### config.mk
export PLATFORM = sky130hd
export DESIGN_NAME = pfdc_top
export DESIGN_NICKNAME = d
export VERILOG_FILES = /design/src/inc/pfdc_pkg.sv /design/src/inc/pfdc_cfg_if.sv /design/src/rtl/pfdc_p1_arb.sv /design/src/rtl/pfdc_p2_mux.sv /design/src/rtl/pfdc_top.sv
export VERILOG_INCLUDE_DIRS = /design/src /design/src/inc
export SDC_FILE = /design/constraint.sdc
export NUM_CORES = 1
export LEC_CHECK = 0
export ABC_AREA = 1
export BUFFER_PORTS_ARGS = -buffer_cell sky130_fd_sc_hd__buf_2
export CAP_MARGIN = 20
export CORE_AREA = 3 3 138 140
export DETAILED_ROUTE_END_ITERATION = 16
export DIE_AREA = 0 0 141 143
export PLACE_DENSITY = 0.71
export SYNTH_ARGS = -nofsm -noshare
export SYNTH_HDL_FRONTEND = slang
export SYNTH_SLANG_ARGS = --single-unit
### constraint.sdc
create_clock -name CLK -period 2.9 [get_ports CLK]
set_clock_uncertainty 0.2 [all_clocks]
set_input_delay 0 -clock CLK [delete_from_list [all_inputs] [get_ports CLK]]
set_output_delay 0 -clock CLK [all_outputs]
set_load 0.01 [all_outputs]
### src/inc/pfdc_map.svh
`ifndef PFDC_MAP_SVH
`define PFDC_MAP_SVH
// Register indices; byte address is four times the index
`define PFDC_IDX_LOC_CFG      8'hf1
`define PFDC_IDX_PORT1_FUNC   8'hf4
`define PFDC_IDX_PORT2_SELPRI 8'hf5
`define PFDC_IDX_GRANT_STAT   8'hf9
`define PFDC_IDX_PORT0_DIR    8'hfd
`define PFDC_IDX_PORT1_DIR    8'hfe
// Reset values
`define PFDC_RST_REG          8'h00
`define PFDC_RST_OE_N         8'hff
`define PFDC_RST_P2_OE_N      5'h1f
// Writable bits; the rest read as zero
`define PFDC_P2_WMASK         8'h7f
`define PFDC_LOC_WMASK        8'h73
// Fields of the port-2 select and precedence register
`define PFDC_B_PRI_SER_PAIR   6
`define PFDC_B_PRI_SER1_TMR3  5
`define PFDC_B_PRI_TMR1_TMR4  4
`define PFDC_B_PRI_SER0_TMR1  3
`define PFDC_B_P2_PIN4        2
`define PFDC_B_P2_PIN3        1
`define PFDC_B_P2_PIN0        0
// Claimant slots on port 1, lower slot wins unlisted pairs
`define PFDC_SRC_SER0         0
`define PFDC_SRC_SER1         1
`define PFDC_SRC_TMR1         2
`define PFDC_SRC_TMR3         3
`define PFDC_SRC_TMR4         4
`endif

### src/inc/pfdc_pkg.sv
package pfdc_pkg;
  // Bus handshake states, one-hot
  typedef enum logic [1:0] {
    PFDC_BUS_IDLE = 2'b01,
    PFDC_BUS_ACK  = 2'b10
  } pfdc_bus_e;
  typedef logic [7:0] pfdc_byte_t;
  typedef logic [39:0] pfdc_grid_t;
endpackage

### src/inc/pfdc_cfg_if.sv
interface pfdc_cfg_if;
  pfdc_pkg::pfdc_byte_t p2_selpri;
  pfdc_pkg::pfdc_grid_t claim;
  pfdc_pkg::pfdc_grid_t per_out;
  pfdc_pkg::pfdc_grid_t per_oe;
  pfdc_pkg::pfdc_grid_t grant;
  pfdc_pkg::pfdc_byte_t pin_out;
  pfdc_pkg::pfdc_byte_t pin_oe;
  pfdc_pkg::pfdc_byte_t pin_held;
  modport core (output p2_selpri, output claim, output per_out, output per_oe,
                input grant, input pin_out, input pin_oe, input pin_held);
  modport arb  (input p2_selpri, input claim, input per_out, input per_oe,
                output grant, output pin_out, output pin_oe, output pin_held);
  modport p2   (input p2_selpri);
endinterface

### src/rtl/pfdc_p1_arb.sv
`include "pfdc_map.svh"
module pfdc_p1_arb (
  pfdc_cfg_if.arb cfg  // Precedence bits, claims and results
);
  // True when the lower slot lo beats the higher slot hi
  function automatic logic lo_wins(input int lo, input int hi, input logic [7:0] pri);
    logic r;
    r = 1'b1;
    if (lo == `PFDC_SRC_SER0 && hi == `PFDC_SRC_SER1)
      r = !pri[`PFDC_B_PRI_SER_PAIR];
    if (lo == `PFDC_SRC_SER1 && hi == `PFDC_SRC_TMR3)
      r = !pri[`PFDC_B_PRI_SER1_TMR3];
    if (lo == `PFDC_SRC_TMR1 && hi == `PFDC_SRC_TMR4)
      r = !pri[`PFDC_B_PRI_TMR1_TMR4];
    if (lo == `PFDC_SRC_SER0 && hi == `PFDC_SRC_TMR1)
      r = !pri[`PFDC_B_PRI_SER0_TMR1];
    return r;
  endfunction

  // Per pin, a claimant loses if any other claimant beats it
  for (genvar p = 0; p < 8; p++) begin : g_pin
    logic [4:0] clm;
    logic [4:0] beaten;
    logic [4:0] win;
    logic [4:0] pick;
    logic [4:0] outs;
    logic [4:0] oes;
    for (genvar i = 0; i < 5; i++) begin : g_src
      logic [4:0] hit;
      assign clm[i]  = cfg.claim[i*8+p];
      assign outs[i] = cfg.per_out[i*8+p];
      assign oes[i]  = cfg.per_oe[i*8+p];
      for (genvar j = 0; j < 5; j++) begin : g_oth
        if (j == i) begin : g_self
          assign hit[j] = 1'b0;
        end else if (j < i) begin : g_lo
          assign hit[j] = cfg.claim[j*8+p] && lo_wins(j, i, cfg.p2_selpri);
        end else begin : g_hi
          assign hit[j] = cfg.claim[j*8+p] && !lo_wins(i, j, cfg.p2_selpri);
        end
      end
      assign beaten[i] = |hit;
      assign cfg.grant[i*8+p] = pick[i];
    end
    // A precedence cycle leaves no winner; fall back to the lowest slot
    assign win  = clm & ~beaten;
    assign pick = (|win) ? (win & (~win + 5'h01)) : (clm & (~clm + 5'h01));
    assign cfg.pin_out[p]  = |(pick & outs);
    assign cfg.pin_oe[p]   = |(pick & oes);
    assign cfg.pin_held[p] = |clm;
  end
endmodule

### src/rtl/pfdc_p2_mux.sv
`include "pfdc_map.svh"
module pfdc_p2_mux (
  pfdc_cfg_if.p2     cfg,       // Port-2 function bits
  input  wire logic [4:0] gp_data,   // Port-2 data latch
  input  wire logic [4:0] gp_dir,    // Port-2 direction, 1 output
  input  wire logic [4:0] per_out,   // Peripheral pin values
  input  wire logic [4:0] per_oe,    // Peripheral drive requests
  input  wire logic       lfosc_sel, // Low-frequency oscillator in use
  input  wire logic       dbg_act,   // Debug interface active
  input  wire logic       dbg_dout,  // Debug data returned to host
  input  wire logic       dbg_drive, // Debug drives the data pin
  output logic      [4:0] pad_out,   // Pad value
  output logic      [4:0] pad_drv,   // Pad driven, active high
  output logic      [4:0] pad_ana    // Pad in analog mode
);
  logic [4:0] func;
  logic [4:0] sel_out;
  logic [4:0] sel_drv;

  // Only pins 0, 3 and 4 have a function bit
  assign func[0] = cfg.p2_selpri[`PFDC_B_P2_PIN0];
  assign func[1] = 1'b0;
  assign func[2] = 1'b0;
  assign func[3] = cfg.p2_selpri[`PFDC_B_P2_PIN3];
  assign func[4] = cfg.p2_selpri[`PFDC_B_P2_PIN4];

  assign sel_out = (func & per_out) | (~func & gp_data);
  assign sel_drv = (func & per_oe) | (~func & gp_dir);

  // Debug owns pins 1 and 2; clock pin is input, data pin driven on return
  assign pad_out[0] = sel_out[0];
  assign pad_drv[0] = sel_drv[0];
  assign pad_out[1] = dbg_act ? dbg_dout : sel_out[1];
  assign pad_drv[1] = dbg_act ? dbg_drive : sel_drv[1];
  assign pad_out[2] = dbg_act ? 1'b0 : sel_out[2];
  assign pad_drv[2] = dbg_act ? 1'b0 : sel_drv[2];
  // Crystal pins ignore every setting while the oscillator uses them
  assign pad_out[3] = lfosc_sel ? 1'b0 : sel_out[3];
  assign pad_drv[3] = lfosc_sel ? 1'b0 : sel_drv[3];
  assign pad_out[4] = lfosc_sel ? 1'b0 : sel_out[4];
  assign pad_drv[4] = lfosc_sel ? 1'b0 : sel_drv[4];
  assign pad_ana    = {lfosc_sel, lfosc_sel, 3'h0};
endmodule

### src/rtl/pfdc_top.sv
`include "pfdc_map.svh"
module pfdc_top (
  input  wire logic        CLK,             // System clock
  input  wire logic        SRST,            // Synchronous reset, active high
  input  wire logic [9:0]  AVS_ADDRESS,     // Byte address
  input  wire logic        AVS_READ,        // Read request
  input  wire logic        AVS_WRITE,       // Write request
  input  wire logic [31:0] AVS_WRITEDATA,   // Write data
  input  wire logic [3:0]  AVS_BYTEENABLE,  // Byte lanes
  output logic      [31:0] AVS_READDATA,    // Read data
  output logic             AVS_WAITREQUEST, // Stall, active high
  output logic      [7:0]  LOC_CFG,         // Peripheral location bits
  input  wire logic [7:0]  P0_DATA,         // Port-0 data latch
  input  wire logic [7:0]  P0_FUNC,         // Port-0 function select
  input  wire logic [7:0]  P0_PER_OUT,      // Port-0 peripheral values
  input  wire logic [7:0]  P0_PER_OE,       // Port-0 peripheral drive
  output logic      [7:0]  P0_PAD_OUT,      // Port-0 pad value
  output logic      [7:0]  P0_PAD_OE_N,     // Port-0 pad enable, low drives
  input  wire logic [7:0]  P1_DATA,         // Port-1 data latch
  input  wire logic [39:0] PER_CLAIM,       // Port-1 claims, slot*8+pin
  input  wire logic [39:0] PER_OUT,         // Port-1 peripheral values
  input  wire logic [39:0] PER_OE,          // Port-1 peripheral drive
  output logic      [39:0] PER_GRANT,       // Port-1 pins won per slot
  output logic      [7:0]  P1_PAD_OUT,      // Port-1 pad value
  output logic      [7:0]  P1_PAD_OE_N,     // Port-1 pad enable, low drives
  input  wire logic [4:0]  P2_DATA,         // Port-2 data latch
  input  wire logic [4:0]  P2_DIR,          // Port-2 direction
  input  wire logic [4:0]  P2_PER_OUT,      // Port-2 peripheral values
  input  wire logic [4:0]  P2_PER_OE,       // Port-2 peripheral drive
  input  wire logic        LFOSC_SEL,       // Low-frequency oscillator in use
  input  wire logic        DBG_ACTIVE,      // Debug interface active
  input  wire logic        DBG_DATA_OUT,    // Debug data to host
  input  wire logic        DBG_DATA_DRIVE,  // Debug drives data pin
  output logic      [4:0]  P2_PAD_OUT,      // Port-2 pad value
  output logic      [4:0]  P2_PAD_OE_N,     // Port-2 pad enable, low drives
  output logic      [4:0]  P2_ANALOG        // Port-2 analog mode
);
  pfdc_cfg_if cfg ();

  pfdc_pkg::pfdc_bus_e  state;
  pfdc_pkg::pfdc_bus_e  next_state;
  pfdc_pkg::pfdc_byte_t port1_function_select;
  pfdc_pkg::pfdc_byte_t port2_select_and_priority;
  pfdc_pkg::pfdc_byte_t port0_direction;
  pfdc_pkg::pfdc_byte_t port1_direction;
  pfdc_pkg::pfdc_byte_t peripheral_location_config;

  logic [7:0]  index;
  logic        req;
  logic        wr_hit;
  logic [7:0]  wr_byte;
  logic        wr_p1_func;
  logic        wr_p2_selpri;
  logic        wr_p0_dir;
  logic        wr_p1_dir;
  logic        wr_loc;
  logic [7:0]  rd_byte;
  logic [31:0] next_readdata;
  logic        next_waitrequest;

  logic [7:0]  next_p0_out;
  logic [7:0]  next_p0_drv;
  logic [7:0]  next_p1_out;
  logic [7:0]  next_p1_drv;
  logic [4:0]  p2_out;
  logic [4:0]  p2_drv;
  logic [4:0]  p2_ana;

  // Register index from the byte address; low two bits are ignored
  assign index   = AVS_ADDRESS[9:2];
  assign req     = AVS_READ | AVS_WRITE;
  assign wr_byte = AVS_WRITEDATA[7:0];

  // Writes land at the edge where waitrequest is seen low
  assign wr_hit       = (state == pfdc_pkg::PFDC_BUS_ACK) && AVS_WRITE && AVS_BYTEENABLE[0];
  assign wr_p1_func   = wr_hit && (index == `PFDC_IDX_PORT1_FUNC);
  assign wr_p2_selpri = wr_hit && (index == `PFDC_IDX_PORT2_SELPRI);
  assign wr_p0_dir    = wr_hit && (index == `PFDC_IDX_PORT0_DIR);
  assign wr_p1_dir    = wr_hit && (index == `PFDC_IDX_PORT1_DIR);
  assign wr_loc       = wr_hit && (index == `PFDC_IDX_LOC_CFG);

  // Read mux; unmapped indices answer zero
  always_comb begin
    unique case (index)
      `PFDC_IDX_PORT1_FUNC:   rd_byte = port1_function_select;
      `PFDC_IDX_PORT2_SELPRI: rd_byte = port2_select_and_priority;
      `PFDC_IDX_PORT0_DIR:    rd_byte = port0_direction;
      `PFDC_IDX_PORT1_DIR:    rd_byte = port1_direction;
      `PFDC_IDX_LOC_CFG:      rd_byte = peripheral_location_config;
      `PFDC_IDX_GRANT_STAT:   rd_byte = cfg.pin_held;
      default:                rd_byte = 8'h00;
    endcase
  end
  assign next_readdata = {24'h000000, rd_byte};

  // One wait state per access keeps the read mux off the bus path
  always_comb begin
    next_state       = state;
    next_waitrequest = 1'b1;
    unique case (state)
      pfdc_pkg::PFDC_BUS_IDLE: begin
        if (req) begin
          next_state       = pfdc_pkg::PFDC_BUS_ACK;
          next_waitrequest = 1'b0;
        end
      end
      pfdc_pkg::PFDC_BUS_ACK: begin
        next_state = pfdc_pkg::PFDC_BUS_IDLE;
      end
    endcase
  end

  // Bus handshake flops
  always_ff @(posedge CLK) begin
    if (SRST) begin
      state           <= pfdc_pkg::PFDC_BUS_IDLE;
      AVS_WAITREQUEST <= 1'b1;
      AVS_READDATA    <= 32'h00000000;
    end else begin
      state           <= next_state;
      AVS_WAITREQUEST <= next_waitrequest;
      if (state == pfdc_pkg::PFDC_BUS_IDLE && AVS_READ) begin
        AVS_READDATA <= next_readdata;
      end
    end
  end

  // Port-1 function select
  always_ff @(posedge CLK) begin
    if (SRST) begin
      port1_function_select <= `PFDC_RST_REG;
    end else if (wr_p1_func) begin
      port1_function_select <= wr_byte;
    end
  end

  // Port-2 select and precedence; bit 7 never stores
  always_ff @(posedge CLK) begin
    if (SRST) begin
      port2_select_and_priority <= `PFDC_RST_REG;
    end else if (wr_p2_selpri) begin
      port2_select_and_priority <= wr_byte & `PFDC_P2_WMASK;
    end
  end

  // Direction registers
  always_ff @(posedge CLK) begin
    if (SRST) begin
      port0_direction <= `PFDC_RST_REG;
      port1_direction <= `PFDC_RST_REG;
    end else begin
      if (wr_p0_dir) begin
        port0_direction <= wr_byte;
      end
      if (wr_p1_dir) begin
        port1_direction <= wr_byte;
      end
    end
  end

  // Location bits, driven out so each peripheral claims its own pins
  always_ff @(posedge CLK) begin
    if (SRST) begin
      peripheral_location_config <= `PFDC_RST_REG;
      LOC_CFG                    <= `PFDC_RST_REG;
    end else begin
      if (wr_loc) begin
        peripheral_location_config <= wr_byte & `PFDC_LOC_WMASK;
      end
      LOC_CFG <= (wr_loc) ? (wr_byte & `PFDC_LOC_WMASK) : peripheral_location_config;
    end
  end

  // Feed the arbiter through the shared carrier
  assign cfg.p2_selpri = port2_select_and_priority;
  assign cfg.claim     = PER_CLAIM & {5{port1_function_select}};
  assign cfg.per_out   = PER_OUT;
  assign cfg.per_oe    = PER_OE;

  pfdc_p1_arb u_arb (
    .cfg (cfg.arb)
  );

  pfdc_p2_mux u_p2 (
    .cfg       (cfg.p2),
    .gp_data   (P2_DATA),
    .gp_dir    (P2_DIR),
    .per_out   (P2_PER_OUT),
    .per_oe    (P2_PER_OE),
    .lfosc_sel (LFOSC_SEL),
    .dbg_act   (DBG_ACTIVE),
    .dbg_dout  (DBG_DATA_OUT),
    .dbg_drive (DBG_DATA_DRIVE),
    .pad_out   (p2_out),
    .pad_drv   (p2_drv),
    .pad_ana   (p2_ana)
  );

  // Port 0: function select comes from outside, direction from here
  assign next_p0_out = (P0_FUNC & P0_PER_OUT) | (~P0_FUNC & P0_DATA);
  assign next_p0_drv = (P0_FUNC & P0_PER_OE) | (~P0_FUNC & port0_direction);

  // Port 1: a peripheral pin nobody claims is left undriven
  assign next_p1_out = (port1_function_select & cfg.pin_out)
                     | (~port1_function_select & P1_DATA);
  assign next_p1_drv = (port1_function_select & cfg.pin_oe & cfg.pin_held)
                     | (~port1_function_select & port1_direction);

  // Pad flops; one cycle of latency buys clean outputs at the pads
  always_ff @(posedge CLK) begin
    if (SRST) begin
      P0_PAD_OUT  <= `PFDC_RST_REG;
      P0_PAD_OE_N <= `PFDC_RST_OE_N;
      P1_PAD_OUT  <= `PFDC_RST_REG;
      P1_PAD_OE_N <= `PFDC_RST_OE_N;
      PER_GRANT   <= 40'h0000000000;
    end else begin
      P0_PAD_OUT  <= next_p0_out;
      P0_PAD_OE_N <= ~next_p0_drv;
      P1_PAD_OUT  <= next_p1_out;
      P1_PAD_OE_N <= ~next_p1_drv;
      PER_GRANT   <= cfg.grant;
    end
  end

  // Port-2 pad flops; analog pins are never driven
  always_ff @(posedge CLK) begin
    if (SRST) begin
      P2_PAD_OUT  <= 5'h00;
      P2_PAD_OE_N <= `PFDC_RST_P2_OE_N;
      P2_ANALOG   <= 5'h00;
    end else begin
      P2_PAD_OUT  <= p2_out;
      P2_PAD_OE_N <= ~p2_drv;
      P2_ANALOG   <= p2_ana;
    end
  end
endmodule

==> impl_metrics.toml <==
[floorplan]
coreArea_um2 = 18000
start_util_pct = 38.6
die_h_um = 143
io_pins = 362
die_w_um = 141
dieArea_um2 = 20200
placementRows = 49

[setup_path]
critPathMaxStageDelay_ns = 0.60
rr_startpoint = "cfg.p2_selpri[5]"
end_kind = "flop"
worst_r2r_path_depth = 13
critPathMostFrequentCell = "nand2_1"
setup.worst_path.start = "cfg.p2_selpri[5]"
r2r_end = "P1_PAD_OE_N[6]"
crit_end = "P1_PAD_OE_N[6]"
crit_required_ns = 2.98
critical_path_arrival_ns = 2.80
worst-path-max-fanout = 7
startpoint_type = "flop"
criticalPathCategory = "reg2reg"
crit_slowest_cell = "dfxtp_1"
reg2reg_slack_ns = 0.19
worstPathCellList = "buf_4 > nand3_1 > nand3_2 > nand2_1 > nor2_4 > nand2_2 > nand2_1 > nand3_1 > nand2_1 > dlygate4sd3_1 > inv_1 > nand3_1 > nand2_1"

[route]
routedWlPerCell_um = 15.6
wl_um = 27700
antenna_left = 0
viasPerCell = 4.96
drtIter0Drc = 611
drtPass1Iterations = 5
drc = 0
vias = 8827

[yosys]
syn_avg_cell_area_um2 = 6.66
yosysMostFrequentCell = "nand2_1"
synthTopCellsByCount = "213 x nand2_1, 132 x nand3_1, 130 x dfxtp_1, 126 x nor2_1, 108 x inv_1"
yosysSeqAreaShare_pct = 37.6
synth_warnings = 0
ys_async_sr_fraction_pct = 0
synth_edf_count = 0
ys_ff_latch = 130
synth_area_leaders = "dfxtp_1 38%, nand2_1 12%, nand3_1 9.5%, nor2_1 6.8%, a21oi_1 6.0%"
yosysTopAreaCell = "dfxtp_1"
ys.flop_type = "dfxtp_1"
synth_cell_type_count = 37
synth.cell_area_um2 = 6930
synth_top_area_share_pct = 37.6
synthCells = 1040

[timing]
hold_violations = 0
setup_tns_ns = 0
drv_slew = 0
worstMarginPinSlew_ns = 0.771
setup_viol = 0
rsz0062_at_grt = "no"
fin_crit_sh_pct = 93.5
slew_headroom_pct = 48.6
fmax_mhz = 369
period_needed_ns = 2.71

[power_and_ir_drop]
leakagePower_uw = 0.00532
ir_drop_mv = 0.396
p_per_area_nw_per_um2 = 406

[clocking]
cts_sinks = 130
root_buffer = "clkbuf_16"
numCtsBuffers = 17
post_cts_buffers = 0
insertion_delay_ns = 0.42
htree_num_levels = 4
clk_pin_slew_ns = 0.06
cts_buffer_depth = 2
cts_tree = "yes"

[worst_hold_path]
hp-class = "in2reg"

[job]
drv_cap = 0

[cells_and_area]
instances_no_fill = 1778
fill_cells = 1603
synthToLayoutAreaGrowth_pct = 60.0
drive_above_1_share_pct = 25.4
num_antenna_cells = 0
final_nets = 1770
multi_input_area_um2 = 3570
regArea_um2 = 2610

[global_route]
grt_max_degree = 63
grt-busiest-layer = "met2"
use_met3_pct = 5.79
grt_pass1_wl_um = 43000
grt_use_total_pct = 26.7
grt_overflow = 0
gr-usage-met1_pct = 32.0
antenna_found_initial = 0
grt_pass1_vias = 8842
grt_use_met2_pct = 47.0

[status]
status = "finished, final reports clean"

[placed_design]
io_buffers = 298
dp_cells = 1542
place_congestion = 0.899
dp_hpwl_um = 18600
state kept, by name, summed over array words and instances, names as in the netlist, 8 cells and up:
name and count:
P0_PAD_OE_N 8, P0_PAD_OUT 8, AVS_READDATA 8, port1_direction 8, port0_direction 8, P1_PAD_OE_N 8, P1_PAD_OUT 8, port1_function_select 8
PER_GRANT 40
area by class of cell:
class | instances | share of cell area [%]
multi-input cells | 760 | 32.2
clock inverters | 15 | 1.44
clock buffers | 17 | 3.84
flip-flops and latches | 130 | 23.5
well taps | 229 | 2.58
inverters | 117 | 4.01
repair buffers | 510 | 32.4
power breakdown:
part / total (uW) / internal [uW] / switching (uW)
Clock: 2150 / 1270 / 881
Combinational: 521 / 280 / 240
Sequential: 1830 / 1820 / 8.62
Total: 4500 / 3370 / 1130
what timing repair did:
action,4_1_cts,5_1_grt
hold endpoints to repair,128,0
endpoints found under the setup margin,0,19
resized for setup,0,3
hold buffers,204,0
logic make-up after synthesis:
logic type / count (synthesis) / share of synthesized area (%)
AO/OA/AOI/OAI: 211 / 16.7
other: 1 / 0.0541
flip-flops: 130 / 37.6
buffers and inverters: 179 / 12.5
AND/OR/NAND/NOR: 519 / 33.2
worst min path at each step:
stage,end,from,depth (start not counted),slack (ns)
floorplan,P2_PAD_OUT[2],DBG_ACTIVE,1,-0.12
global placement,P2_PAD_OE_N[1],DBG_DATA_DRIVE,2,-0.01
detailed placement,P2_PAD_OE_N[1],DBG_DATA_DRIVE,2,-0.01
CTS,port1_direction[0],AVS_ADDRESS[3],5,0.008
global route,port1_direction[0],AVS_ADDRESS[3],5,0.04
finish,port1_direction[0],AVS_ADDRESS[3],5,0.03
per-layer routing:
| layer | wire, um | up-vias | part of all wire [%] |
|---|---|---|---|
| met2 | 13600 | 389 | 49 |
| met5 | 0 | - | 0 |
| met1 | 11300 | 4025 | 41 |
| met4 | 680 | 0 | 2.5 |
| met3 | 2140 | 61 | 7.7 |
| li1 | - | 4352 | - |
placed cells by master (no fill, tap or decap), types with 7 or more instances in the layout:
cell type | netlist | final
nand3_2 | 9 | 9
dfxtp_1 | 130 | 127
a21oi_1 | 83 | 83
buf_4 | 39 | 8
dlygate4sd3_1 | 0 | 204
nand4_1 | 8 | 8
nor2_1 | 126 | 126
o21ai_0 | 82 | 82
nand2_2 | 9 | 9
nand3_1 | 132 | 132
inv_1 | 108 | 108
o21ai_1 | 12 | 12
a31oi_1 | 7 | 7
nand2_1 | 213 | 213
clkbuf_16 | 0 | 17
conb_1 | 1 | 30
buf_2 | 3 | 298
critical path, delay by kind of cell (launching register included):
kind	cells	cell delay, ns
buffers and inverters	3	0.84
DFF	1	0.60
and+or+nand+nor	10	0.94
through the flow:
| step | worst slack, ns | util, % | hold slack [ns] | instance area, um2 | power [uW] |
|---|---|---|---|---|---|
| 2_1_floorplan | 1.26 | - | -0.124 | 7040 | 2010 |
| 4_1_cts | 0.0152 | 61.7 | 0.00755 | 11100 | 4530 |
| 3_3_place_gp | 0.570 | 47.1 | -0.0106 | 8450 | 2210 |
| 5_1_grt | 0.0174 | 61.7 | 0.0433 | 11100 | 4660 |
| 6_report | 0.189 | 61.7 | 0.0331 | 11100 | 4500 |
| 3_5_place_dp | 0.564 | 47.1 | -0.0114 | 8450 | 2210 |
Note: power is estimated with default switching activity, not from simulation.
